$ cat src/inc/flash_host_pkg.sv
// Constants shared by the flash host controller and its helpers.
// Assumes a 10 MHz system clock and a 16-bit parallel flash with a completion pin.
// How it works
// - Host masks reserved status bit 0
// - Host masks extended bits 6 to 0
// - Status bits valid only when ready
// - Host reads lock codes for lock state; not done here, protect_err only reports aborts
// - Host waits on pin or ready bit
// - Block erase is 20H then D0H
// - Chip erase is 30H then D0H
// - Write is 40H/10H then data
// - Host clears status after any error; not done here, software must order OP_CLEAR_STATUS
// - Check supply, protect, then sequence error; seq_err here ignores supply_err and protect_err
// - Host writes FFH to return array mode
package flash_host_pkg;
	// Clock and flash bus timing
	localparam int CLK_PERIOD_NS = 100;
	localparam int T_SETUP_NS = 100;
	localparam int T_STROBE_NS = 400;
	localparam int T_HOLD_NS = 100;
	localparam int SETUP_CYC = (T_SETUP_NS + CLK_PERIOD_NS - 1) / CLK_PERIOD_NS;
	localparam int STROBE_CYC = (T_STROBE_NS + CLK_PERIOD_NS - 1) / CLK_PERIOD_NS;
	localparam int HOLD_CYC = (T_HOLD_NS + CLK_PERIOD_NS - 1) / CLK_PERIOD_NS;
	// Flash pin widths
	localparam int ADDR_W = 21;
	localparam int DQ_W = 16;
	// Flash command codes
	localparam logic [7:0] CMD_BLOCK_ERASE = 8'h20;
	localparam logic [7:0] CMD_CHIP_ERASE = 8'h30;
	localparam logic [7:0] CMD_CONFIRM = 8'hd0;
	localparam logic [7:0] CMD_WRITE = 8'h40;
	localparam logic [7:0] CMD_WRITE_ALT = 8'h10;
	localparam logic [7:0] CMD_READ_STATUS = 8'h70;
	localparam logic [7:0] CMD_READ_ARRAY = 8'hff;
	localparam logic [7:0] CMD_CLEAR_STATUS = 8'h50;
	// Operation status bit positions
	localparam int OS_READY = 7;
	localparam int OS_ERASE_SUSP = 6;
	localparam int OS_ERASE_ERR = 5;
	localparam int OS_WRITE_ERR = 4;
	localparam int OS_SUPPLY = 3;
	localparam int OS_WRITE_SUSP = 2;
	localparam int OS_PROTECT = 1;
	localparam int XOS_MULTI_OK = 7;
	// Register map for software
	localparam logic [11:0] REG_CTRL = 12'h000;
	localparam logic [11:0] REG_ADDR = 12'h004;
	localparam logic [11:0] REG_WDATA = 12'h008;
	localparam logic [11:0] REG_STATUS = 12'h00c;
	localparam logic [11:0] REG_RDATA = 12'h010;
	// Control register fields
	localparam int CTRL_OP_LSB = 0;
	localparam int CTRL_ALT_WRITE = 3;
	localparam int CTRL_USE_PIN = 4;
	// Status register fields
	localparam int ST_BUSY = 0;
	localparam int ST_DONE = 1;
	localparam int ST_SUPPLY_ERR = 2;
	localparam int ST_PROTECT_ERR = 3;
	localparam int ST_SEQ_ERR = 4;
	localparam int ST_ERASE_ERR = 5;
	localparam int ST_WRITE_ERR = 6;
	localparam int ST_ERASE_SUSP = 7;
	localparam int ST_WRITE_SUSP = 8;
	localparam int ST_MULTI_OK = 9;
	localparam int ST_RAW_LSB = 16;
	// Reset values
	localparam logic [7:0] OS_RESET = 8'h00;
	localparam logic [20:0] ADDR_RESET = 21'h000000;
	localparam logic [15:0] DATA_RESET = 16'h0000;
	// Operations software may order
	typedef enum logic [2:0] {
		OP_NONE = 3'b000,
		OP_BLOCK_ERASE = 3'b001,
		OP_CHIP_ERASE = 3'b010,
		OP_WRITE = 3'b011,
		OP_READ_STATUS = 3'b100,
		OP_CLEAR_STATUS = 3'b101,
		OP_READ_ARRAY = 3'b110,
		OP_READ_WORD = 3'b111
	} op_t;
endpackage

$ cat src/rtl/flash_bus_cycle.sv
// One write or read cycle on the flash parallel pins.
// Assumes i_start is a one-cycle pulse given only while o_idle is high.
`timescale 1ns/10ps
`default_nettype none
module flash_bus_cycle (
	input wire logic i_sys_clk,
	input wire logic i_rstn,
	input wire logic i_start,
	input wire logic i_rd,
	input wire logic [20:0] i_addr,
	input wire logic [15:0] i_data,
	input wire logic [15:0] i_dq_sync,
	output logic o_idle,
	output logic o_done,
	output logic [15:0] o_rdata,
	output logic o_ce_n,
	output logic o_we_n,
	output logic o_oe_n,
	output logic [20:0] o_addr,
	output logic [15:0] o_dq,
	output logic o_dq_oe_n
);
	typedef enum logic [1:0] {
		BC_IDLE = 2'b00,
		BC_SETUP = 2'b01,
		BC_STROBE = 2'b10,
		BC_HOLD = 2'b11
	} bc_state_t;

	bc_state_t state; // Cycle phase
	logic [3:0] cnt; // Cycles left in the phase after the current one
	logic rd; // Current cycle is a read
	wire cnt_end = (cnt == 4'h0);

	// Phase sequencer; address and data stay put from setup through hold
	always_ff @(posedge i_sys_clk or negedge i_rstn) begin
		if (!i_rstn) begin
			state <= BC_IDLE;
			cnt <= 4'h0;
			rd <= 1'b0;
			o_idle <= 1'b1;
			o_done <= 1'b0;
			o_rdata <= 16'h0000;
			o_ce_n <= 1'b1;
			o_we_n <= 1'b1;
			o_oe_n <= 1'b1;
			o_addr <= 21'h000000;
			o_dq <= 16'h0000;
			o_dq_oe_n <= 1'b1;
		end else begin
			o_done <= 1'b0;
			case (state)
				BC_IDLE: begin
					if (i_start) begin
						rd <= i_rd;
						o_idle <= 1'b0;
						o_addr <= i_addr;
						o_dq <= i_data;
						o_ce_n <= 1'b0;
						// Drive data only on writes to avoid contention
						o_dq_oe_n <= i_rd;
						cnt <= 4'(flash_host_pkg::SETUP_CYC - 1);
						state <= BC_SETUP;
					end
				end
				BC_SETUP: begin
					if (cnt_end) begin
						o_we_n <= rd;
						o_oe_n <= !rd;
						cnt <= 4'(flash_host_pkg::STROBE_CYC - 1);
						state <= BC_STROBE;
					end else begin
						cnt <= cnt - 4'h1;
					end
				end
				BC_STROBE: begin
					// Strobe covers the synchroniser delay, so data is settled here
					if (cnt_end) begin
						o_we_n <= 1'b1;
						o_oe_n <= 1'b1;
						if (rd) begin
							o_rdata <= i_dq_sync;
						end
						cnt <= 4'(flash_host_pkg::HOLD_CYC - 1);
						state <= BC_HOLD;
					end else begin
						cnt <= cnt - 4'h1;
					end
				end
				BC_HOLD: begin
					if (cnt_end) begin
						o_ce_n <= 1'b1;
						o_dq_oe_n <= 1'b1;
						o_idle <= 1'b1;
						o_done <= 1'b1;
						state <= BC_IDLE;
					end else begin
						cnt <= cnt - 4'h1;
					end
				end
				default: begin
					state <= BC_IDLE;
				end
			endcase
		end
	end
endmodule
`default_nettype wire

$ cat src/rtl/flash_host_ctrl.sv
// Host controller that runs erase, write and status flows on a parallel flash.
// Assumes an APB master on the system clock and a pulled-up open-drain completion pin.
// Software sees one operation at a time; starts while busy are ignored.
//
// Implementation choices: register access over APB and the register offsets.
`timescale 1ns/10ps
`default_nettype none
module flash_host_ctrl (
	// Clock and reset
	input wire logic i_sys_clk,
	input wire logic i_rstn,
	// APB slave
	input wire logic i_psel,
	input wire logic i_penable,
	input wire logic i_pwrite,
	input wire logic [11:0] i_paddr,
	input wire logic [31:0] i_pwdata,
	output logic [31:0] o_prdata,
	output logic o_pready,
	output logic o_pslverr,
	// Flash pins
	output logic o_flash_ce_n,
	output logic o_flash_we_n,
	output logic o_flash_oe_n,
	output logic [20:0] o_flash_addr,
	input wire logic [15:0] i_flash_dq,
	output logic [15:0] o_flash_dq,
	output logic o_flash_dq_oe_n,
	input wire logic i_completion_pin
);
	// Flow steps; each step runs at most one engine cycle at a time
	typedef enum logic [2:0] {
		S_IDLE = 3'b000,
		S_CMD1 = 3'b001,
		S_CMD2 = 3'b010,
		S_WAIT_PIN = 3'b011,
		S_POLL = 3'b100,
		S_READ = 3'b101,
		S_FINISH = 3'b110
	} state_t;

	state_t state; // Flow sequencer
	flash_host_pkg::op_t op; // Operation in flight
	logic alt_write; // Use the alternate write setup code
	logic use_pin; // Wait on the completion pin before polling
	logic [20:0] addr; // Target address
	logic [15:0] wdata; // Data for a word write
	logic [7:0] op_status; // Last valid operation status byte
	logic multi_ok; // Extended bit 7 as last seen
	logic [15:0] rdata; // Last word read from the flash
	// Progress as software sees it
	logic busy; // Flow in progress
	logic done; // Flow finished since last start
	// Requests to the bus cycle engine
	logic bc_start; // Pulse to the bus cycle engine
	logic bc_rd; // Engine cycle is a read
	logic [7:0] bc_cmd; // Command byte for the engine
	logic bc_data_sel; // Send write data instead of a command
	// Answers from the bus cycle engine
	logic bc_idle; // Engine can take a start
	logic bc_done; // One-cycle pulse at the end of a cycle
	logic [15:0] bc_rdata; // Word captured by the last read cycle
	// Synchronised flash inputs
	logic [15:0] dq_sync; // Data lines after two flops
	logic pin_sync; // Completion pin after two flops
	// Done and idle rise together; a start then would repeat the last cycle
	wire bc_free = bc_idle && !bc_start && !bc_done;

	// Flash inputs come from outside the clock domain
	flash_sync2 #(.W(16)) u_dq_sync (
		.i_sys_clk(i_sys_clk),
		.i_rstn(i_rstn),
		.i_async(i_flash_dq),
		.o_sync(dq_sync)
	);
	flash_sync2 #(.W(1)) u_pin_sync (
		.i_sys_clk(i_sys_clk),
		.i_rstn(i_rstn),
		.i_async(i_completion_pin),
		.o_sync(pin_sync)
	);

	// Write data lane: commands sit in the low byte
	wire [15:0] bc_wdata = bc_data_sel ? wdata : {8'h00, bc_cmd};

	// One engine carries every command, data and read cycle
	flash_bus_cycle u_cycle (
		.i_sys_clk(i_sys_clk),
		.i_rstn(i_rstn),
		.i_start(bc_start),
		.i_rd(bc_rd),
		.i_addr(addr),
		.i_data(bc_wdata),
		.i_dq_sync(dq_sync),
		.o_idle(bc_idle),
		.o_done(bc_done),
		.o_rdata(bc_rdata),
		.o_ce_n(o_flash_ce_n),
		.o_we_n(o_flash_we_n),
		.o_oe_n(o_flash_oe_n),
		.o_addr(o_flash_addr),
		.o_dq(o_flash_dq),
		.o_dq_oe_n(o_flash_dq_oe_n)
	);

	// APB decode
	// The access phase is never stretched, so a write lands in it
	wire apb_setup = i_psel && !i_penable;
	wire apb_wr = i_psel && i_penable && o_pready && i_pwrite;
	// Register selects on the full byte address; others answer with an error
	wire hit_ctrl = (i_paddr == flash_host_pkg::REG_CTRL);
	wire hit_addr = (i_paddr == flash_host_pkg::REG_ADDR);
	wire hit_wdata = (i_paddr == flash_host_pkg::REG_WDATA);
	wire hit_status = (i_paddr == flash_host_pkg::REG_STATUS);
	wire hit_rdata = (i_paddr == flash_host_pkg::REG_RDATA);
	wire hit_any = hit_ctrl || hit_addr || hit_wdata || hit_status || hit_rdata;
	wire [2:0] wr_op = i_pwdata[flash_host_pkg::CTRL_OP_LSB +: 3];
	// A start is taken only when idle and for a real operation
	wire go = apb_wr && hit_ctrl && !busy && (wr_op != flash_host_pkg::OP_NONE);

	// Decoded error flags, in the order of the full status check
	wire supply_err = op_status[flash_host_pkg::OS_SUPPLY];
	// Abort report only; the lock state itself needs the identifier codes
	wire protect_err = op_status[flash_host_pkg::OS_PROTECT] && !supply_err;
	wire seq_err = op_status[flash_host_pkg::OS_ERASE_ERR]
		&& op_status[flash_host_pkg::OS_WRITE_ERR];
	wire erase_err = op_status[flash_host_pkg::OS_ERASE_ERR] && !seq_err;
	wire write_err = op_status[flash_host_pkg::OS_WRITE_ERR] && !seq_err;

	// Status word for software; bit 0 of the raw byte is masked
	wire [31:0] status_word = {8'h00, op_status & 8'hfe,
		6'h00, multi_ok,
		op_status[flash_host_pkg::OS_WRITE_SUSP],
		op_status[flash_host_pkg::OS_ERASE_SUSP],
		write_err, erase_err, seq_err, protect_err, supply_err, done, busy};
	// Control reads back what started the last operation
	wire [31:0] ctrl_word = {27'h0000000, use_pin, alt_write, op};
	// Read mux; unmapped offsets read zero
	wire [31:0] rd_mux = hit_ctrl ? ctrl_word :
		hit_addr ? {11'h000, addr} :
		hit_wdata ? {16'h0000, wdata} :
		hit_status ? status_word :
		hit_rdata ? {16'h0000, rdata} : 32'h00000000;

	// Zero-wait APB answer: ready and data are set up in the setup cycle
	always_ff @(posedge i_sys_clk or negedge i_rstn) begin
		if (!i_rstn) begin
			// No transfer in flight
			o_pready <= 1'b0;
			o_prdata <= 32'h00000000;
			o_pslverr <= 1'b0;
		end else begin
			// Ready for exactly the one access cycle after each setup
			o_pready <= apb_setup;
			o_prdata <= (apb_setup && !i_pwrite) ? rd_mux : 32'h00000000;
			o_pslverr <= apb_setup && !hit_any;
		end
	end

	// Software-written registers; target and data lock while busy
	always_ff @(posedge i_sys_clk or negedge i_rstn) begin
		if (!i_rstn) begin
			addr <= flash_host_pkg::ADDR_RESET;
			wdata <= flash_host_pkg::DATA_RESET;
		end else begin
			// Moving the target mid-flow would split a command pair
			if (apb_wr && hit_addr && !busy) begin
				addr <= i_pwdata[20:0];
			end
			// Data for the second cycle of a word write
			if (apb_wr && hit_wdata && !busy) begin
				wdata <= i_pwdata[15:0];
			end
		end
	end

	// First command byte of each operation
	wire [7:0] first_cmd =
		(op == flash_host_pkg::OP_BLOCK_ERASE) ? flash_host_pkg::CMD_BLOCK_ERASE :
		(op == flash_host_pkg::OP_CHIP_ERASE) ? flash_host_pkg::CMD_CHIP_ERASE :
		(op == flash_host_pkg::OP_WRITE) ? (alt_write ? flash_host_pkg::CMD_WRITE_ALT
			: flash_host_pkg::CMD_WRITE) :
		(op == flash_host_pkg::OP_READ_STATUS) ? flash_host_pkg::CMD_READ_STATUS :
		(op == flash_host_pkg::OP_CLEAR_STATUS) ? flash_host_pkg::CMD_CLEAR_STATUS :
		flash_host_pkg::CMD_READ_ARRAY;
	// Operations that need a confirm or data cycle
	wire two_cycle = (op == flash_host_pkg::OP_BLOCK_ERASE)
		|| (op == flash_host_pkg::OP_CHIP_ERASE) || (op == flash_host_pkg::OP_WRITE);
	// Operations that end with one read of the flash
	wire read_after = (op == flash_host_pkg::OP_READ_STATUS)
		|| (op == flash_host_pkg::OP_READ_ARRAY);
	// Ready bit of a status read; lower bits mean nothing until it is set
	wire ready_seen = bc_rdata[flash_host_pkg::OS_READY];

	// Flow sequencer
	always_ff @(posedge i_sys_clk or negedge i_rstn) begin
		if (!i_rstn) begin
			// Idle, with no stored status
			state <= S_IDLE;
			op <= flash_host_pkg::OP_NONE;
			alt_write <= 1'b0;
			use_pin <= 1'b0;
			busy <= 1'b0;
			done <= 1'b0;
			bc_start <= 1'b0;
			bc_rd <= 1'b0;
			bc_cmd <= 8'h00;
			bc_data_sel <= 1'b0;
			op_status <= flash_host_pkg::OS_RESET;
			multi_ok <= 1'b0;
			rdata <= flash_host_pkg::DATA_RESET;
		end else begin
			// Start is a one-cycle pulse; each step but S_POLL raises it at most once
			bc_start <= 1'b0;
			case (state)
				S_IDLE: begin
					// Latch the order and its options
					if (go) begin
						op <= flash_host_pkg::op_t'(wr_op);
						alt_write <= i_pwdata[flash_host_pkg::CTRL_ALT_WRITE];
						use_pin <= i_pwdata[flash_host_pkg::CTRL_USE_PIN];
						busy <= 1'b1;
						done <= 1'b0;
						// A plain word read needs no command first
						state <= (wr_op == flash_host_pkg::OP_READ_WORD) ? S_READ : S_CMD1;
					end
				end
				S_CMD1: begin
					// Issue the setup or single command, then choose the next step
					if (bc_free) begin
						bc_rd <= 1'b0;
						bc_cmd <= first_cmd;
						bc_data_sel <= 1'b0;
						bc_start <= 1'b1;
					end
					// Erase and write go on to their second cycle
					if (bc_done) begin
						state <= two_cycle ? S_CMD2 : (read_after ? S_READ : S_FINISH);
					end
				end
				S_CMD2: begin
					// Confirm or data cycle at the same address
					if (bc_free) begin
						bc_rd <= 1'b0;
						bc_cmd <= flash_host_pkg::CMD_CONFIRM;
						bc_data_sel <= (op == flash_host_pkg::OP_WRITE);
						bc_start <= 1'b1;
					end
					// The device now answers reads with status
					if (bc_done) begin
						state <= use_pin ? S_WAIT_PIN : S_POLL;
					end
				end
				S_WAIT_PIN: begin
					// Pin is pulled high when the machine is ready
					// A pin that never rises hangs the flow here; there is no timeout
					if (pin_sync) begin
						state <= S_POLL;
					end
				end
				S_POLL: begin
					// Device answers reads with status after the confirm
					if (bc_free) begin
						bc_rd <= 1'b1;
						bc_start <= 1'b1;
					end
					// A busy answer is dropped and the next read follows
					if (bc_done && ready_seen) begin
						op_status <= bc_rdata[7:0];
						state <= S_FINISH;
					end
				end
				S_READ: begin
					// One read, of the array or of status
					if (bc_free) begin
						bc_rd <= 1'b1;
						bc_start <= 1'b1;
					end
					if (bc_done) begin
						rdata <= bc_rdata;
						// Status reads update the flags only when ready
						if (op == flash_host_pkg::OP_READ_STATUS && ready_seen) begin
							op_status <= bc_rdata[7:0];
							multi_ok <= bc_rdata[flash_host_pkg::XOS_MULTI_OK];
						end
						state <= S_FINISH;
					end
				end
				S_FINISH: begin
					// Clearing the device status also clears our copy
					if (op == flash_host_pkg::OP_CLEAR_STATUS) begin
						op_status <= flash_host_pkg::OS_RESET;
					end
					// Done stays up until the next start
					busy <= 1'b0;
					done <= 1'b1;
					state <= S_IDLE;
				end
				default: begin
					state <= S_IDLE;
				end
			endcase
		end
	end
endmodule
`default_nettype wire

$ cat src/rtl/flash_sync2.sv
// Two-flop synchroniser for inputs arriving from the flash pins.
// Assumes the input is a level; no logic may look at the first stage.
`timescale 1ns/10ps
`default_nettype none
module flash_sync2 #(
	parameter int W = 1
) (
	input wire logic i_sys_clk,
	input wire logic i_rstn,
	input wire logic [W-1:0] i_async,
	output logic [W-1:0] o_sync
);
	logic [W-1:0] meta; // First stage, read only by the second

	// Both stages reset to zero
	always_ff @(posedge i_sys_clk or negedge i_rstn) begin
		if (!i_rstn) begin
			meta <= '0;
			o_sync <= '0;
		end else begin
			meta <= i_async;
			o_sync <= meta;
		end
	end
endmodule
`default_nettype wire
$ cat config.mk
export PLATFORM = sky130hd
export DESIGN_NAME = flash_host_ctrl
export DESIGN_NICKNAME = d
export VERILOG_FILES = /design/src/inc/flash_host_pkg.sv /design/src/rtl/flash_bus_cycle.sv /design/src/rtl/flash_host_ctrl.sv /design/src/rtl/flash_sync2.sv
export SDC_FILE = /design/constraint.sdc
export NUM_CORES = 1
export LEC_CHECK = 0
export BUFFER_PORTS_ARGS = -buffer_cell sky130_fd_sc_hd__buf_2
export CAP_MARGIN = 20
export CORE_ASPECT_RATIO = 0.7
export CORE_MARGIN = 4
export CORE_UTILIZATION = 51
export CTS_CLUSTER_SIZE = 24
export DETAILED_ROUTE_END_ITERATION = 8
export GPL_ROUTABILITY_DRIVEN = 1
export PLACE_DENSITY = 0.76
export SLEW_MARGIN = 10
export SYNTH_ARGS = -nofsm -noshare
export SYNTH_HDL_FRONTEND = slang
export SYNTH_HIERARCHICAL = 1
export SYNTH_SLANG_ARGS = --single-unit
$ cat constraint.sdc
create_clock -name i_sys_clk -period 2 [get_ports i_sys_clk]
set_input_delay 0.1 -clock i_sys_clk [delete_from_list [all_inputs] [get_ports i_sys_clk]]
set_output_delay 0.1 -clock i_sys_clk [all_outputs]
set_load 0.02 [all_outputs]
# Word-level counts from Yosys, hierarchy flattened
# Index checks and enable logic that the tools add are counted.
[word_totals]
elab_cells = 200
regBits = 208
[op_classes]
reduce_logical = 65
mux = 64
n_addsub = 1
n_eq_ne = 37
[op_table]
columns = ["op", "count"]
rows = [
  ["24-bit 2-to-1 mux", 5],
  ["8-bit 2-to-1 mux", 11],
  ["16-bit 2-to-1 mux", 2],
  ["3-bit 2-to-1 mux", 9],
  ["12-bit by 4-bit equality test with 1-bit output (second input constant)", 2],
  ["8-bit case mux with 3 select lines", 1],
  ["3-bit equality test (second input constant)", 7],
  ["1-bit logical AND", 21],
  ["2-bit by 1-bit inequality test with 1-bit output (second input constant)", 9],
  ["3-bit case mux with 6 select lines", 1],
  ["3-bit AND reduction", 6],
  ["4-bit 2-to-1 mux", 4],
  ["2-bit inequality test (second input constant)", 8],
  ["1-bit case mux with 2 select lines", 8],
  ["4-bit case mux with 4 select lines", 1],
  ["8-bit case mux with 2 select lines", 1],
  ["1-bit 2-to-1 mux", 14],
  ["12-bit by 3-bit equality test with 1-bit output (second input constant)", 1],
  ["12-bit by 5-bit equality test with 1-bit output (second input constant)", 1],
  ["3-bit by 2-bit equality test with 1-bit output (second input constant)", 4],
  ["12-bit zero test", 1],
  ["2-bit 2-to-1 mux", 5],
  ["2-bit AND reduction", 5],
  ["2-bit nonzero test", 5],
  ["17 further kinds", 35],
]

# Depth between registers and ports, before layout
[logic_depth]
ltp_word = 8
mapped_depth = 7

# By module
# The synthesis kept the hierarchy.
[by_module_without_submodules]
columns = ["mod", "area_per_inst_um2", "cells_each", "n_inst"]
rows = [
  ["flash_host_ctrl", 4957.3, 451, 1],
  ["flash_bus_cycle", 2735.1, 183, 1],
  ["flash_sync2 at u_dq_sync", 800.8, 32, 1],
  ["flash_sync2 at u_pin_sync", 50.0, 2, 1],
]

# Worst setup path before layout
# No wires, ideal clock.
[synth_timing]
path_type = "input -> register"
from = "input port i_paddr[6]"
to = "register wdata[10]"
arrival_time_ns = 1.837
stages = 6
n_path_buf = 1
setup_time_ns = 0.125
slack_ns = 0.039
cell_sequence = "or4_4 nor4_4 nand4_4 nor2_4 buf_6 mux2_2"
[synth_via]
elab_chain_cells = 3
[synth_rtl]
columns = ["item", "line", "source"]
rows = [
  ["start, declared", "flash_host_ctrl.sv:16", "input wire logic [11:0] i_paddr,"],
  ["12-bit by 4-bit equality test with 1-bit output", "flash_host_ctrl.sv:113", "wire hit_wdata = (i_paddr == flash_host_pkg::REG_WDATA);"],
  ["1-bit logical AND (2 in series)", "flash_host_ctrl.sv:171", "if (apb_wr && hit_wdata && !busy) begin"],
  ["end signal, assigned", "flash_host_ctrl.sv:164", "wdata <= flash_host_pkg::DATA_RESET;"],
  ["end signal, assigned", "flash_host_ctrl.sv:172", "wdata <= i_pwdata[15:0];"],
  ["end, declared", "flash_host_ctrl.sv:47", "logic [15:0] wdata;"],
]
# No other way between the ends.
# A chain may end at the register's enable or synchronous reset.

# Worst setup path in the final report
[layout_timing]
from = "register u_cycle.cnt[0]"
to = "register u_cycle.o_rdata[11]"
[layout_via]
elab_chain_cells = 2
[layout_rtl]
columns = ["item", "line", "source"]
rows = [
  ["start, declared", "flash_bus_cycle.sv:31", "logic [3:0] cnt;"],
  ["start signal, assigned", "flash_bus_cycle.sv:62", "cnt <= 4'(flash_host_pkg::SETUP_CYC - 1);"],
  ["start signal, assigned", "flash_bus_cycle.sv:70", "cnt <= 4'(flash_host_pkg::STROBE_CYC - 1);"],
  ["start signal, assigned", "flash_bus_cycle.sv:73", "cnt <= cnt - 4'h1;"],
  ["4-bit zero test", "flash_bus_cycle.sv:33", "wire cnt_end = (cnt == 4'h0);"],
  ["3-bit AND reduction (no source line)", "-", ""],
  ["end signal, assigned", "flash_bus_cycle.sv:82", "o_rdata <= i_dq_sync;"],
  ["end, declared", "flash_bus_cycle.sv:15", "output logic [15:0] o_rdata,"],
]
# No other way between the ends.

==> metrics <==
via count just over 6000; end of the worst hold path o_pslverr; Final Hold Fails 0; Avg Cell Area, Syn 12.79 µm²; Tcrit/Tclk final a little over nine tenths; clock latency at the later pin of the worst-skew pair between 400 and 500 ps; Synth top area share about three fifths; Post-DRT Antenna Nets 0; Unique masters post-synth 70; H-tree levels 1; status completed; Area after DPL 0.009567 mm²; Root Buffer Master clkbuf_16; register area share after synthesis roughly three fifths; Lkg Pwr roughly 0.0054 µW; Cells after Synth between 600 and 700; Max-slew headroom between 60% and 70%; HPWL after DPL roughly 14000 µm; total of max-cap violations 0; min-delay src i_psel; RSZ-0062 raised after global routing false; Post-synth ARST share 100.0%; CP endpoint kind flip-flop; Worst Path Max Fanout 16; hold path depth 3; CP Launch Type flip-flop; Final Setup Violations 0; io pins between 100 and 150; Synth Flop Type dfrtp_1; # rows 39; nets 923; clock buffer depth 3; Worst Skew 10.60 ps; Post-route DRC 0; routed length per placed instance 18.67 µm; Worst-Margin Slew about 540 ps; CP arrival ~2300 ps; CTS tree built; synth top area cells dfrtp_1, mux2_2, nand2_1; FF+latch count, synth a little over 200; Power Total about 8400 µW; gr usage total 21.62%; global-route wire length before repair 32660 µm; Cell Area, Synth approximately 0.0085 mm²; Via density around 5.5; setup slack, reg-to-reg 100 ps; pwr/cell area between 700 and 800 mW/mm²; WHS between 50 and 60 ps; Die Y roughly 120 µm; ANT cells 0; design area approximately 0.011 mm²; R2R cell count 6; Initial Util ~52%; Die ar. 0.01892 mm²; CORE AREA 0.01635 mm²; Die W ~160 µm; reg2reg end u_cycle/o_rdata[11]; antenna violations before repair 0; yosys warns 6; final core occ roughly 65%; IO Port Bufs ~120; largest area contributor in the synthesized netlist dfrtp_1; 1st-iter DRT viols ~570; TritonRoute pass-1 iters 5; placer's final routability congestion estimate slightly above 0.9; area growth from synthesis to layout 24.84%; vias in the first global route slightly above 6000; clk sinks roughly 200; R2R Path Start u_cycle/cnt[0]; worst hold path type in -> reg; setup tns final 0 ps; Post-synth EDFFs 0; pin count of the biggest net entering global routing 80; Pins Over Slew Limit 0; most frequent cells in the layout dfrtp_1, buf_2, mux2_2, nand2_1, dlygate4sd3_1; Routed WL roughly 20000 µm; commonest non-fill, non-tap cell in the layout dfrtp_1; post-CTS setup buffer count 0; CP Class reg -> reg; worst ir drop on vdd 1.069 mV; grt ovf 0; maximum clock frequency roughly 530 MHz; CTS clk-pin slew, worst paths approximately 60 ps; Tmin final 1899 ps; cts bufs inserted 20; WP data required between 2000 and 2500 ps; share of layout cells above drive strength 1 between 30% and 40%
==> critical path, cell delays in order (launching register included) <==
cell	delay, ps
dfrtp_1	410
inv_1	130
ha_2	230
nor3b_4	240
and3_1	240
buf_12	180
mux2_2	350
==> state kept, by name (all words and copies together), names as in the netlist, 2 cells and up <==
name,cells
u_dq_sync/o_sync,16
op,3
addr,21
u_cycle/o_rdata,16
rdata,16
o_prdata,24
u_cycle/state,2
state,3
bc_cmd,5
u_cycle/o_dq,16
u_cycle/o_addr,21
op_status,7
u_cycle/cnt,4
u_dq_sync/meta,16
wdata,16
==> cells in the mapped netlist, types with 2 or more instances <==
master and n:
o22ai_1 5, o31ai_1 2, o22a_2 2, nor2_1 32, o41ai_1 3, dfrtp_1 200
buf_4 12, ha_1 6, a32o_1 2, mux2_2 106, and2_0 2, or2_2 2
nand2_1 53, o22a_1 3, a21o_1 3, a2bb2oi_1 3, o21ai_0 25, or4_4 2
clkbuf_1 23, a22o_1 10, mux2i_1 3, xor2_1 2, o21a_1 2, buf_1 2
nand3_1 5, a22oi_1 10, or3_1 2, buf_6 2, mux2_4 10, nor4_1 5
nand3b_1 2, nor3_1 9, and2_1 12, nand2b_1 7, a21oi_1 26, a211oi_1 4
a31oi_1 2, and4bb_2 2, nand4b_1 2, buf_2 4, a2111oi_0 3, inv_1 16
nor2b_1 8, dfstp_2 4, and3_1 3
==> layout make-up <==
type,instances,area (µm²)
clock buffer,25,560.5
clock inverter,8,125.1
fill,1204,5682
inverter,16,60.06
multi-input combinational,411,3158
sequential,204,5110
tap,225,281.5
timing repair buffer,198,1370
==> through the flow <==
step                setup slack, ps  instances
floorplan                     38.63        675
global placement             -95.40       1013
detailed placement           -155.0       1013
CTS                           64.09       1087
global route                  5.498       1087
finish                        100.7       1087
==> per-layer routing <==
| metal | track usage [%] | vias up | routed length, µm |
|---|---|---|---|
| li1 | - | 2726 | - |
| met1 | 33.57 | 3024 | 9478 |
| met2 | 31.99 | 238 | 8934 |
| met3 | 3.598 | 44 | 1386 |
| met4 | 5.587 | 0 | 493 |
| met5 | 0 | - | 0 |
==> kinds of logic after synthesis <==
kind of cell             synth area share (%)
buffers and inverters                   3.588
AND/OR/NAND/NOR                         10.28
XOR/XNOR                               0.3076
AO/OA/AOI/OAI                           9.007
flip-flops                              59.81
other                                 0.04389
adder cells (fa/ha/maj)                0.8787
multiplexers                            16.08
==> report_power, final <==
part	total (µW)	internal, µW	switching (µW)
clock network	3910	2380	1530
logic	323	134	189
registers	4170	4160	10.8
total	8410	6670	1730
==> how the worst max path moves through the flow <==
stage,to,depth (start not counted),slack (ps),from
floorplan,wdata[10],6,40,i_paddr[6]
finish,u_cycle/o_rdata[11],6,100,u_cycle/cnt[0]
detailed placement,op[1],7,-150,i_paddr[6]
global placement,op[0],7,-100,i_paddr[6]
global route,u_cycle/o_rdata[10],6,5,u_cycle/cnt[0]
CTS,u_cycle/o_rdata[11],6,60,u_cycle/cnt[0]
==> what timing repair did <==
action / CTS / global route
hold buffers: 41 / 0
hold endpoints to repair: 265 / 0
resized for setup: 0 / 1
endpoints found under the setup margin: 0 / 7
Power figures use the tool's default switching activity.
